===== src/verilog/rsm_pkg.sv =====
// shared constants and types for the reverse / supplemental mode controller
package rsm_pkg;
  // register offsets
  localparam logic [7:0] REG_GATE_PUMP_OFS   = 8'h39;
  localparam logic [7:0] REG_FEATURE_MON_OFS = 8'h3C;
  localparam logic [7:0] REG_REV_VOLT_OFS    = 8'h49;
  localparam logic [7:0] REG_ADC_PROT_OFS    = 8'h4C;
  localparam logic [7:0] REG_CMP_ALERT_OFS   = 8'h4E;
  localparam logic [7:0] REG_REV_CURR_OFS    = 8'h4A;
  localparam logic [7:0] REG_LIVE_STATUS_OFS = 8'h4F;
  localparam logic [7:0] REG_IRQ_CLEAR_OFS   = 8'h4D;
  // reset values
  localparam logic [15:0] RST_GATE_PUMP   = 16'h0000;
  localparam logic [15:0] RST_FEATURE_MON = 16'h0000;
  localparam logic [15:0] RST_REV_VOLT    = 16'h0A70;
  localparam logic [15:0] RST_ADC_PROT    = 16'h0000;
  localparam logic [15:0] RST_CMP_ALERT   = 16'h0000;
  localparam logic [15:0] RST_REV_CURR    = 16'h0200;
  // field positions
  localparam int GP_SHIP_ADAPTER_OFF = 12;
  localparam int FM_REV_FUNC_BIT     = 11;
  localparam int FM_SUP_BIT          = 10;
  localparam int FM_LOW_RAIL_LO      = 0;
  localparam int CA_GPCMP_DISABLE    = 3;
  localparam int AP_UV_DISABLE       = 15;
  localparam int CA_PG_IRQ_EN        = 0;
  localparam logic [15:0] REV_VOLT_MASK = 16'h7FF8;
  localparam logic [15:0] REV_CURR_MASK = 16'h1FE0;
  localparam logic [15:0] REV_CURR_MAX  = 16'h17E0;
  // timing
  localparam int CLK_MHZ            = 125;
  localparam int START_DELAY_NS     = 1000;
  localparam int START_DELAY_CYC    = (START_DELAY_NS * CLK_MHZ + 999) / 1000;
  localparam int OV_RESTART_US      = 100;
  localparam int OV_RESTART_CYC     = OV_RESTART_US * CLK_MHZ;
  localparam int SUP_ALERT_NS       = 369000;
  localparam int SUP_ALERT_CYC      = SUP_ALERT_NS * CLK_MHZ / 1000;
  localparam int TMR_W              = 17;

  typedef struct packed {
    logic bat_above_2v7;
    logic adp_below_3v2;
    logic bat_above_5v2;
    logic in_below_rev_ovp;
    logic out_reached_target;
    logic out_below_uv;
    logic out_above_ov;
    logic in_below_target;
    logic rail_below_low;
    logic in_below_out_400m;
    logic battery_absent;
    logic fast_role_swap;
  } rsm_cmp_type;

  typedef enum logic [4:0] {
    ST_IDLE  = 5'b00001,
    ST_DELAY = 5'b00010,
    ST_RUN   = 5'b00100,
    ST_OV    = 5'b01000,
    ST_SHIP  = 5'b10000
  } rsm_state_type;
endpackage


===== src/verilog/rsm_mode_ctrl.sv =====
// reverse, ship and supplemental mode controller
// Overview of operation
// - battery-only when battery above 2.7V and adapter below 3.2V.
// - battery-only drives battery gate and adapter path gate on, except in ship state.
// - ship state entered only from battery-only mode.
// - ship state left on adapter detect or host rewriting control bits.
// - reverse only with register enable, pin enable when comparator disable bit 3 set, and battery above 5.2V.
// - switching after short delay; power-good once output reaches target.
// - power-good latched on interrupt pin until cleared; live status readable.
// - hold switching until input below target plus 100mV.
// - undervoltage at target minus 1.2V, overvoltage at plus 1.2V.
// - undervoltage ignored when adc register bit 15 set.
// - overvoltage stops switching, drops power-good; restart 100us after clear.
// - reverse refused while battery-absent high.
// - voltage register resets to 5.004V, accepts any value.
// - current register resets to 512mA, keeps valid bits, clamps at 6112mA.
// - fast role swap waits until input falls below target.
// - supplemental low rail bucks from input caps and asserts throttle alert.
// - alert after 369us or input below output plus 400mV; no debounce.
// - enable pin decode truth table for reverse and supplemental.
`timescale 1ns/1ps
`default_nettype none
module rsm_mode_ctrl
  import rsm_pkg::*;
#(
  parameter int OV_RESTART_CYCLES = OV_RESTART_CYC,
  parameter int SUP_ALERT_CYCLES  = SUP_ALERT_CYC
) (
  // clock and reset
  input  wire logic        core_clk,
  input  wire logic        rst,
  // register port
  input  wire logic        reg_wr,
  input  wire logic        reg_rd,
  input  wire logic [7:0]  reg_addr,
  input  wire logic [15:0] reg_wdata,
  output logic [15:0]      reg_rdata,
  // asynchronous inputs
  input  wire rsm_cmp_type cmp_async,
  input  wire logic        shared_enable_comparator_pin,
  // outputs
  output logic             battery_gate,
  output logic             adapter_path_gate,
  output logic             reverse_switching,
  output logic             supplemental_buck,
  output logic             reverse_power_good,
  output logic             irq_n,
  output logic             throttle_alert_n_oe,
  output logic             ship_mode
);
  rsm_cmp_type   cmp_s1_q, cmp_q;
  logic          pin_s1_q, pin_q;
  logic [15:0]   gate_q, feat_q, volt_q, adc_q, cmpa_q, curr_q;
  logic          pg_latch_q, pg_q, alert_q, ship_q, pg_prev_q;
  logic [TMR_W-1:0] tmr_q, sup_tmr_q;
  rsm_state_type st_q, st_d;
  logic [TMR_W-1:0] tmr_d;

  // two-stage synchronisers
  always_ff @(posedge core_clk) begin
    cmp_s1_q <= cmp_async;
    cmp_q    <= cmp_s1_q;
    pin_s1_q <= shared_enable_comparator_pin;
    pin_q    <= pin_s1_q;
  end

  // decode
  wire wr_gate = reg_wr && reg_addr == REG_GATE_PUMP_OFS;
  wire wr_feat = reg_wr && reg_addr == REG_FEATURE_MON_OFS;
  wire wr_volt = reg_wr && reg_addr == REG_REV_VOLT_OFS;
  wire wr_adc  = reg_wr && reg_addr == REG_ADC_PROT_OFS;
  wire wr_cmpa = reg_wr && reg_addr == REG_CMP_ALERT_OFS;
  wire wr_curr = reg_wr && reg_addr == REG_REV_CURR_OFS;
  wire wr_clr  = reg_wr && reg_addr == REG_IRQ_CLEAR_OFS;
  wire ctrl_wr = wr_gate | wr_feat | wr_adc | wr_cmpa;

  wire [15:0] curr_masked = reg_wdata & REV_CURR_MASK;
  wire [15:0] curr_wval   = (curr_masked > REV_CURR_MAX) ? REV_CURR_MAX : curr_masked;

  // enable pin decode
  wire gpc_disabled = cmpa_q[CA_GPCMP_DISABLE];
  wire rev_bit      = feat_q[FM_REV_FUNC_BIT];
  wire sup_bit      = feat_q[FM_SUP_BIT];
  wire rev_req = gpc_disabled ? (pin_q && rev_bit) : rev_bit;
  wire sup_en  = gpc_disabled && pin_q && sup_bit && !rev_bit;

  wire battery_only = cmp_q.bat_above_2v7 && cmp_q.adp_below_3v2;
  wire rev_allowed  = rev_req && cmp_q.bat_above_5v2 && !cmp_q.battery_absent;
  wire uv_fault     = cmp_q.out_below_uv && !adc_q[AP_UV_DISABLE];
  wire input_clear  = cmp_q.in_below_rev_ovp &&
                      (!cmp_q.fast_role_swap || cmp_q.in_below_target);
  wire ship_req     = gate_q[GP_SHIP_ADAPTER_OFF] && !rev_req && !sup_en;
  wire tmr_zero     = tmr_q == '0;

  // reverse sequence
  always_comb begin
    st_d  = st_q;
    tmr_d = tmr_zero ? tmr_q : tmr_q - 1'b1;
    unique case (st_q)
      ST_IDLE: begin
        if (rev_allowed) begin
          st_d  = ST_DELAY;
          tmr_d = TMR_W'(START_DELAY_CYC);
        end else if (battery_only && ship_req) begin
          st_d = ST_SHIP;
        end
      end
      ST_DELAY: begin
        if (!rev_allowed) begin
          st_d = ST_IDLE;
        end else if (tmr_zero && input_clear) begin
          st_d = ST_RUN;
        end
      end
      ST_RUN: begin
        if (!rev_allowed) begin
          st_d = ST_IDLE;
        end else if (cmp_q.out_above_ov) begin
          st_d  = ST_OV;
          tmr_d = TMR_W'(OV_RESTART_CYCLES);
        end
      end
      ST_OV: begin
        if (!rev_allowed) begin
          st_d = ST_IDLE;
        end else if (cmp_q.out_above_ov) begin
          tmr_d = TMR_W'(OV_RESTART_CYCLES);
        end else if (tmr_zero) begin
          st_d = ST_RUN;
        end
      end
      ST_SHIP: begin
        if (!cmp_q.adp_below_3v2 || ctrl_wr) begin
          st_d = ST_IDLE;
        end
      end
    endcase
  end

  wire pg_live = st_q == ST_RUN && cmp_q.out_reached_target && !uv_fault;
  wire low_rail_sup = sup_en && cmp_q.rail_below_low;
  wire sup_timeout  = sup_tmr_q >= TMR_W'(SUP_ALERT_CYCLES);
  wire alert_d      = low_rail_sup && (sup_timeout || cmp_q.in_below_out_400m);

  always_ff @(posedge core_clk) begin
    if (rst) begin
      gate_q <= RST_GATE_PUMP;
      feat_q <= RST_FEATURE_MON;
      volt_q <= RST_REV_VOLT;
      adc_q  <= RST_ADC_PROT;
      cmpa_q <= RST_CMP_ALERT;
      curr_q <= RST_REV_CURR;
    end else begin
      if (wr_gate) gate_q <= reg_wdata;
      if (wr_feat) feat_q <= reg_wdata;
      if (wr_volt) volt_q <= reg_wdata;
      if (wr_adc)  adc_q  <= reg_wdata;
      if (wr_cmpa) cmpa_q <= reg_wdata;
      if (wr_curr) curr_q <= curr_wval;
    end
  end

  always_ff @(posedge core_clk) begin
    if (rst) begin
      st_q       <= ST_IDLE;
      tmr_q      <= '0;
      pg_q       <= 1'b0;
      pg_prev_q  <= 1'b0;
      pg_latch_q <= 1'b0;
      sup_tmr_q  <= '0;
      alert_q    <= 1'b0;
      ship_q     <= 1'b0;
    end else begin
      st_q      <= st_d;
      tmr_q     <= tmr_d;
      pg_q      <= pg_live;
      pg_prev_q <= pg_q;
      // set wins over a clear in the same cycle
      pg_latch_q <= (pg_q && !pg_prev_q) || (pg_latch_q && !wr_clr);
      // no debounce here: supplemental hold-up must throttle at once
      if (!low_rail_sup) begin
        sup_tmr_q <= '0;
      end else if (!sup_timeout) begin
        sup_tmr_q <= sup_tmr_q + 1'b1;
      end
      alert_q <= alert_d;
      ship_q  <= st_d == ST_SHIP;
    end
  end

  // outputs
  wire in_batt_only = battery_only && st_q != ST_SHIP;
  assign battery_gate        = in_batt_only;
  assign adapter_path_gate   = in_batt_only;
  assign reverse_switching   = st_q == ST_RUN;
  assign supplemental_buck   = low_rail_sup;
  assign reverse_power_good  = pg_q;
  assign irq_n               = !(pg_latch_q && cmpa_q[CA_PG_IRQ_EN]);
  assign throttle_alert_n_oe = alert_q;
  assign ship_mode           = ship_q;

  // read mux; unmapped addresses read zero
  wire [15:0] live_status = {11'h000, ship_q, alert_q, sup_en, pg_latch_q, pg_q};
  always_ff @(posedge core_clk) begin
    if (rst) begin
      reg_rdata <= 16'h0000;
    end else if (reg_rd) begin
      unique case (reg_addr)
        REG_GATE_PUMP_OFS:   reg_rdata <= gate_q;
        REG_FEATURE_MON_OFS: reg_rdata <= feat_q;
        REG_REV_VOLT_OFS:    reg_rdata <= volt_q;
        REG_ADC_PROT_OFS:    reg_rdata <= adc_q;
        REG_CMP_ALERT_OFS:   reg_rdata <= cmpa_q;
        REG_REV_CURR_OFS:    reg_rdata <= curr_q;
        REG_LIVE_STATUS_OFS: reg_rdata <= live_status;
        default:             reg_rdata <= 16'h0000;
      endcase
    end
  end
endmodule
`default_nettype wire


===== config.mk =====
export PLATFORM = sky130hd
export DESIGN_NAME = rsm_mode_ctrl
export DESIGN_NICKNAME = d
export VERILOG_FILES = /design/src/verilog/rsm_pkg.sv /design/src/verilog/rsm_mode_ctrl.sv
export SDC_FILE = /design/constraint.sdc
export NUM_CORES = 1
export LEC_CHECK = 0
export BUFFER_PORTS_ARGS = -buffer_cell sky130_fd_sc_hd__buf_2
export CORE_ASPECT_RATIO = 1.75
export CORE_MARGIN = 1.5
export CORE_UTILIZATION = 38
export CTS_BUF_LIST = sky130_fd_sc_hd__clkbuf_8
export CTS_CLUSTER_DIAMETER = 60
export DETAILED_ROUTE_END_ITERATION = 10
export PLACE_DENSITY = 0.6
export SYNTH_ARGS = -nofsm -noshare
export SYNTH_HDL_FRONTEND = slang
export SYNTH_SLANG_ARGS = --single-unit

===== constraint.sdc =====
create_clock -name core_clk -period 2.55 [get_ports core_clk]
set_input_delay 0.51 -clock core_clk [delete_from_list [all_inputs] [get_ports core_clk]]
set_output_delay 0.51 -clock core_clk [all_outputs]
set_load 0.02 [all_outputs]

==> results of run 1 <==
final cells by class:
cell class	count	share of cell area, %
flip-flops and latches	174	42.50
multi-input cells	617	40.70
repair buffers	107	7.846
well taps	234	3.572
clock buffers	17	2.855
clock inverters	15	2.122
inverters	9	0.4122
cell families (layout without fill, tap and decap cells):
family	after synthesis	after routing
fa+ha+maj	4	4
mux	5	5
xor+xnor	20	20
compound gates	203	203
buf+inv	66	148
simple gates	385	385
flops	174	174
power groups by stage:
stage	combinational (W)	sequential, W	clock (W)
6_report	0.000752	0.00290	0.00196
3_5_place_dp	0.000751	0.00296	0
2_1_floorplan	0.000498	0.00294	0
5_1_grt	0.000832	0.00291	0.00213
4_1_cts	0.000756	0.00290	0.00201
3_3_place_gp	0.000742	0.00296	0
stage by stage:
| step | hold WS [ns] | setup TNS [ns] |
|---|---|---|
| finish | 0.1263 | 0 |
| global route | 0.1013 | -0.008288 |
| CTS | 0.1017 | 0 |
| detailed placement | 0.3121 | 0 |
| global placement | 0.3110 | 0 |
| floorplan | 0.3096 | 0 |
worst max-delay path: stages, from the launching register on:
cell and delay, ns:
dfxtp_1 0.47, or3b_1 0.44, nor3_1 0.32, buf_2 0.24
sequential cells by signal (all words and copies together) (netlist names):
register	count
gate_q	16
volt_q	16
ship_mode	1
tmr_q	17
st_q	5
cmp_s1_q	12
cmp_q	12
curr_q	8
cmpa_q	16
sup_tmr_q	17
feat_q	16
pg_latch_q	1
pg_prev_q	1
reverse_power_good	1
adc_q	16
reg_rdata	16
throttle_alert_n_oe	1
pin_q	1
pin_s1_q	1
what timing repair did:
item | CTS | global route
gates resized for setup | 0 | 1
setup endpoints to repair | 0 | 2
setup buffers | 0 | 0
Yosys cell counts (8+ instances only):
library cell and number:
nand3_1 32, a21oi_1 109, a22oi_1 13, o21ai_0 16
nor3_1 18, nor2_1 47, nand2_1 209, or4_1 14
dfxtp_1 174, xnor2_1 8, xor2_1 12, a221oi_1 8
clkbuf_1 52, a222oi_1 9, and3_1 11, inv_1 9
how the worst min path moves through the flow:
stage | startpoint | end | slack (ns)
2_1_floorplan | cmp_s1_q[0] | cmp_q[0] | 0.31
3_3_place_gp | cmp_s1_q[6] | cmp_q[6] | 0.31
3_5_place_dp | cmp_s1_q[9] | cmp_q[9] | 0.31
4_1_cts | shared_enable_comparator_pin | pin_s1_q | 0.10
5_1_grt | shared_enable_comparator_pin | pin_s1_q | 0.10
6_report | cmp_async[2] | cmp_s1_q[2] | 0.13
metal layers:
metal / vias up / global-route usage, %
li1: 3160 / -
met1: 3013 / 22.14
met2: 142 / 39.64
met3: 64 / 3.864
met4: 2 / 13.57
met5: - / 0
==> metrics.md, run 1 <==
| Metric | Value |
|---|---|
| Status | completed |
| CTS tree | done |
| Synth area leader | dfxtp_1 |
| # port buffers | 64 |
| Routability Congestion | 0.8760 |
| Chip width | 106.1 µm |
| Register area share after synthesis | 49.27% |
| Residual DRC | 0 |
| Least-Margin Pin Slew | 0.9127 ns |
| Fin area | 8197 µm² |
| Leading cell types in the layout, fill and taps excluded | nand2_1, dfxtp_1, a21oi_1 |
| Vias per Instance | 5.440 |
| Register area | 3483 µm² |
| Critical R2R Launch | tmr_q[11] |
| Antenna cells | 0 |
| Syn_nets | 902 |
| Main combinational cell family by area after synthesis | simple AND/OR/NAND/NOR gates |
| Post-DP HPWL | 14780 µm |
| Fin nets | 971 |
| Hold Path Class | input pin to flop |
| CTS H-tree lvls | 4 |
| Global-route wire length before repair | 32020 µm |
| Async set or reset register ratio after synthesis | 0% |
| Vias in the first global route | 6259 |
| Initial Utilization | 38.98% |
| Max_cap viols | 0 |
| Routed wire per std cell | 17.34 µm |
| Hold buffer count at cts | 0 |
| Final Setup Violations | 0 |
| Internal Power | 0.003968 W |
| Worst setup startpoint | st_q[2] |
| Final Hold Viols | 0 |
| Vias | 6381 |
| Synth top area cells | dfxtp_1, nand2_1, a21oi_1 |
| Hold-critical path depth | 1 |
| Most common cell after layout, fill and taps aside | nand2_1 |
| DP Cell Count | 1141 |
| Routed wire length | 20340 µm |
| Synth Register Bits | 174 |
| Crit end category | output port |
| Final min period | 2.461 ns |
| Fin util | 45.19% |
| YS warnings | 0 |
| P_leak | 3.066 nW |
| Reg2reg setup slack | 0.15 ns |
| Max VDD drop | 0.3775 mV |
| Die area | 19460 µm² |
| Placed Area | 7784 µm² |
| Switching share of total power | 29.28% |
| Multi-input logic area | 3336 µm² |
| Layout cells sized above 1 | 15.55% |
| Clk pwr share | 34.9% |
| Die Y-Extent | 183.4 µm |
| Logic pwr share | 13.4% |
| Max layer used | met5 |
| Final Power | 0.005611 W |
| Area delta synth->final | 15.95% |
| Syn Inst Count | 857 |
| F_max | 406.4 MHz |
| Core area | 18140 µm² |
| Post-synth top flop | dfxtp_1 |
| Setup crit end | reverse_switching |
| Synth Area in Compound Gates | 17.98% |
| Root Buffer | clkbuf_8 |
| Post-Synthesis Mean Instance Area | 8.249 µm² |
| Max Slew Vio Count | 0 |
| Critical path type | flop to output port |
| Simple-Gate Fraction of Synth Area | 25.24% |
| # IOs | 65 |
| Worst Path Arrival | 1.95 ns |
| CP required | 2.04 ns |
| M1 WL | 7720 µm |
| Post-Synth Adder-Cell Area | 0.7080% |
| First DRT Iteration DRCs | 433 |
| Post-synth top area share | 49.27% |
| Clk Latency, worst-skew pair | 0.48 ns |
| Clock-pin slew on the worst setup and hold paths | 0.10 ns |
| Num CTS Buffers | 17 |
| Clk_skew | 0.01171 ns |
| Pwr Density | 684.5 nW/µm² |
| Initial antenna violation count | 1 |
| Mapped cell area | 7069 µm² |
| Xor and xnor area share after synthesis | 2.478% |
| Clock Sinks | 174 |
| Total GRT Usage | 21.54% |
| Post-synth cell types | 62 |
| CP Max Fanout | 7 |
| Rows | 65 |
| Psw | 0.001643 W |
| Fin worst setup slack | 0.08914 ns |
| Dpl ws | 0.1860 ns |
| DRT Pass-1 Iters | 5 |
| Remaining antenna violation count | 0 |
| Slew HR | 38.93% |
| Largest net degree at the start of global routing | 73 |
| Reg2reg end | ship_mode |
| EDFF count, synth | 0 |
| Met2 wire length | 10830 µm |
| Final cell count without fillers | 1173 |
| Tcrit/Tclk final | 96.50% |
| Mux contribution to synthesized area | 0.7080% |
| Met3 wire length | 656 µm |
| CP Launch Type | flop |
| Clk buf depth | 2 |
| Sequential Power Share | 51.7% |
| GRT overflow | 0 |
| Reg2reg path depth | 6 |
| # fillers | 1844 |
Note: power is estimated with default switching activity, not from simulation.
==> inputs of run 2 (changes only) <==
Settings changed: CELL_PAD_IN_SITES_DETAIL_PLACEMENT set to 0, CELL_PAD_IN_SITES_GLOBAL_PLACEMENT set to 1, PLACE_DENSITY 0.6 to 0.74.
Clock period 2.55 ns to 2.7 ns, I/O delays scaled along.
==> metrics.md, run 2 (synthesis results as in run 1) <==
| Metric | Value |
|---|---|
| Status | completed |
| CP required | 2.16 ns (+0.12 ns) |
| DP Cell Count | 1132 (-0.79%) |
| Routed wire length | 20630 µm (+1.4%) |
| Slew HR | 37.74% (-1.2 points) |
| Post-DP HPWL | 14640 µm (-0.91%) |
| Placed Area | 7741 µm² (-0.55%) |
| Final cell count without fillers | 1164 (-0.77%) |
| Max VDD drop | 0.4150 mV (+10%) |
| Logic pwr share | 12.4% (-1.0 points) |
| Global-route wire length before repair | 32580 µm (+1.8%) |
| P_leak | 3.053 nW (-0.44%) |
| Most common cell after layout, fill and taps aside | nand2_1 |
| # port buffers | 64 (unchanged) |
| Fin area | 8180 µm² (-0.20%) |
| CTS tree | done |
| Final min period | 2.590 ns |
| GRT overflow | 0 (unchanged) |
| Tcrit/Tclk final | 95.92% |
| Sum Neg Setup Slack | 0 ns (unchanged) |
| Hold buffer count at cts | 0 (unchanged) |
| Rows | 65 (unchanged) |
| Internal Power | 0.003976 W (+0.20%) |
| Area delta synth->final | 15.72% |
| Max_cap viols | 0 (unchanged) |
| DRT Pass-1 Iters | 5 (unchanged) |
| Clk pwr share | 37.2% (+2.3 points) |
| Switching share of total power | 26.75% (-2.5 points) |
| Initial Utilization | 38.98% (unchanged) |
| Psw | 0.001452 W (-12%) |
| Num CTS Buffers | 17 (unchanged) |
| CTS H-tree lvls | 4 (unchanged) |
| Die area | 19460 µm² (unchanged) |
| Clk Latency, worst-skew pair | 0.48 ns (about the same) |
| Final Hold Viols | 0 (unchanged) |
| Root Buffer | clkbuf_8 |
| Core area | 18140 µm² (unchanged) |
| Chip width | 106.1 µm (unchanged) |
| CP Launch Type | flop |
| Clock-pin slew on the worst setup and hold paths | 0.09 ns (about the same) |
| Vias per Instance | 5.414 (-0.47%) |
| Reg2reg setup slack | 0.23 ns (+0.08 ns) |
| Fin nets | 962 (-0.93%) |
| Total GRT Usage | 21.89% (+0.35 points) |
| Die Y-Extent | 183.4 µm (unchanged) |
| Antenna cells | 0 (unchanged) |
| CTS resizes | 0 (unchanged) |
| Max Slew Vio Count | 0 (unchanged) |
| Layout cells sized above 1 | 14.41% (-1.1 points) |
| Postcts setup bufs | 0 (unchanged) |
| Largest net degree at the start of global routing | 94 (+29%) |
| RSZ-0062 raised after global routing | false |
| Leading cell types in the layout, fill and taps excluded | nand2_1, dfxtp_1, a21oi_1 |
| # fillers | 1852 (+0.43%) |
| Worst Path Arrival | 2.05 ns (+0.10 ns) |
| F_max | 386.1 MHz |
| # IOs | 65 (unchanged) |
| Crit end category | output port |
| Hold Path Class | input pin to flop |
| Clock Sinks | 174 (unchanged) |
| Routability Congestion | 0.8517 (-2.8%) |
| Least-Margin Pin Slew | 0.9304 ns (+0.01769 ns) |
| Residual DRC | 0 (unchanged) |
| CP Max Fanout | 8 (+1) |
| Clk_skew | 0.01223 ns (+0.0005201 ns) |
| Vias in the first global route | 6132 (-2.0%) |
| Final Setup Violations | 0 (unchanged) |
| Clk buf depth | 2 (unchanged) |
| Routed wire per std cell | 17.72 µm (+2.2%) |
| Initial antenna violation count | 0 (-1) |
| Largest regs | sup_tmr_q x17, tmr_q x17 |
| Final Power | 0.005428 W (-3.3%) |
| Pwr Density | 663.5 nW/µm² (-3.1%) |
| Remaining antenna violation count | 0 (unchanged) |
| First DRT Iteration DRCs | 362 (-16%) |
| Sequential Power Share | 50.4% (-1.3 points) |
| Fin util | 45.11% (-0.090 points) |
| Vias | 6302 (-1.2%) |
| Critical path type | flop to output port |
[run 2: layout make-up]
class                           instances  area, µm²  area share (%)
Multi-Input combinational cell        617       3331           40.72
Clock inverter                         14      191.4           2.340
Tap cell                              234      292.8           3.579
Clock buffer                           18      247.7           3.028
Timing Repair Buffer                   98      600.6           7.342
Inverter                                9      33.78          0.4130
Sequential cell                       174       3483           42.58
[run 2: metal layers]
| layer | up-vias | wire, µm | track usage [%] |
|---|---|---|---|
| li1 | 3133 | - | - |
| met1 | 2998 | 7986 | 23.50 |
| met2 | 131 | 11130 | 40.31 |
| met3 | 40 | 783 | 4.077 |
| met4 | 0 | 728 | 11.03 |
| met5 | - | 0 | 0 |
[run 2: worst paths after layout]
check,from,endpoint,cells after the start
worst max-delay path,st_q[3],battery_gate,5
worst min-delay path,cmp_async[0],cmp_s1_q[0],1
worst max register to register,tmr_q[11],ship_mode,6
worst min register to register,cmp_s1_q[5],cmp_q[5],0
[run 2: stage by stage]
stage / setup slack, ns / hold slack (ns)
after floorplan: 0.3916 / 0.3096
after global placement: 0.2443 / 0.3103
after detailed placement: 0.2328 / 0.3132
after CTS: 0.07009 / 0.1301
after global routing: 0.002416 / 0.1287
final: 0.1102 / 0.1596
[run 2: critical path, cell delays in order, from the launching register on]
cell     delay [ns]
dfxtp_1        0.40
nor3_1         0.39
nand2_1        0.12
or2_2          0.30
and3_1         0.21
buf_2          0.16
[run 2: power groups by stage]
| stage | sequential [W] | combinational, W | clock, W |
|---|---|---|---|
| floorplan | 0.00278 | 0.000470 | 0 |
| global placement | 0.00279 | 0.000675 | 0 |
| detailed placement | 0.00280 | 0.000673 | 0 |
| CTS | 0.00274 | 0.000677 | 0.00207 |
| global route | 0.00275 | 0.000738 | 0.00218 |
| finish | 0.00274 | 0.000674 | 0.00202 |
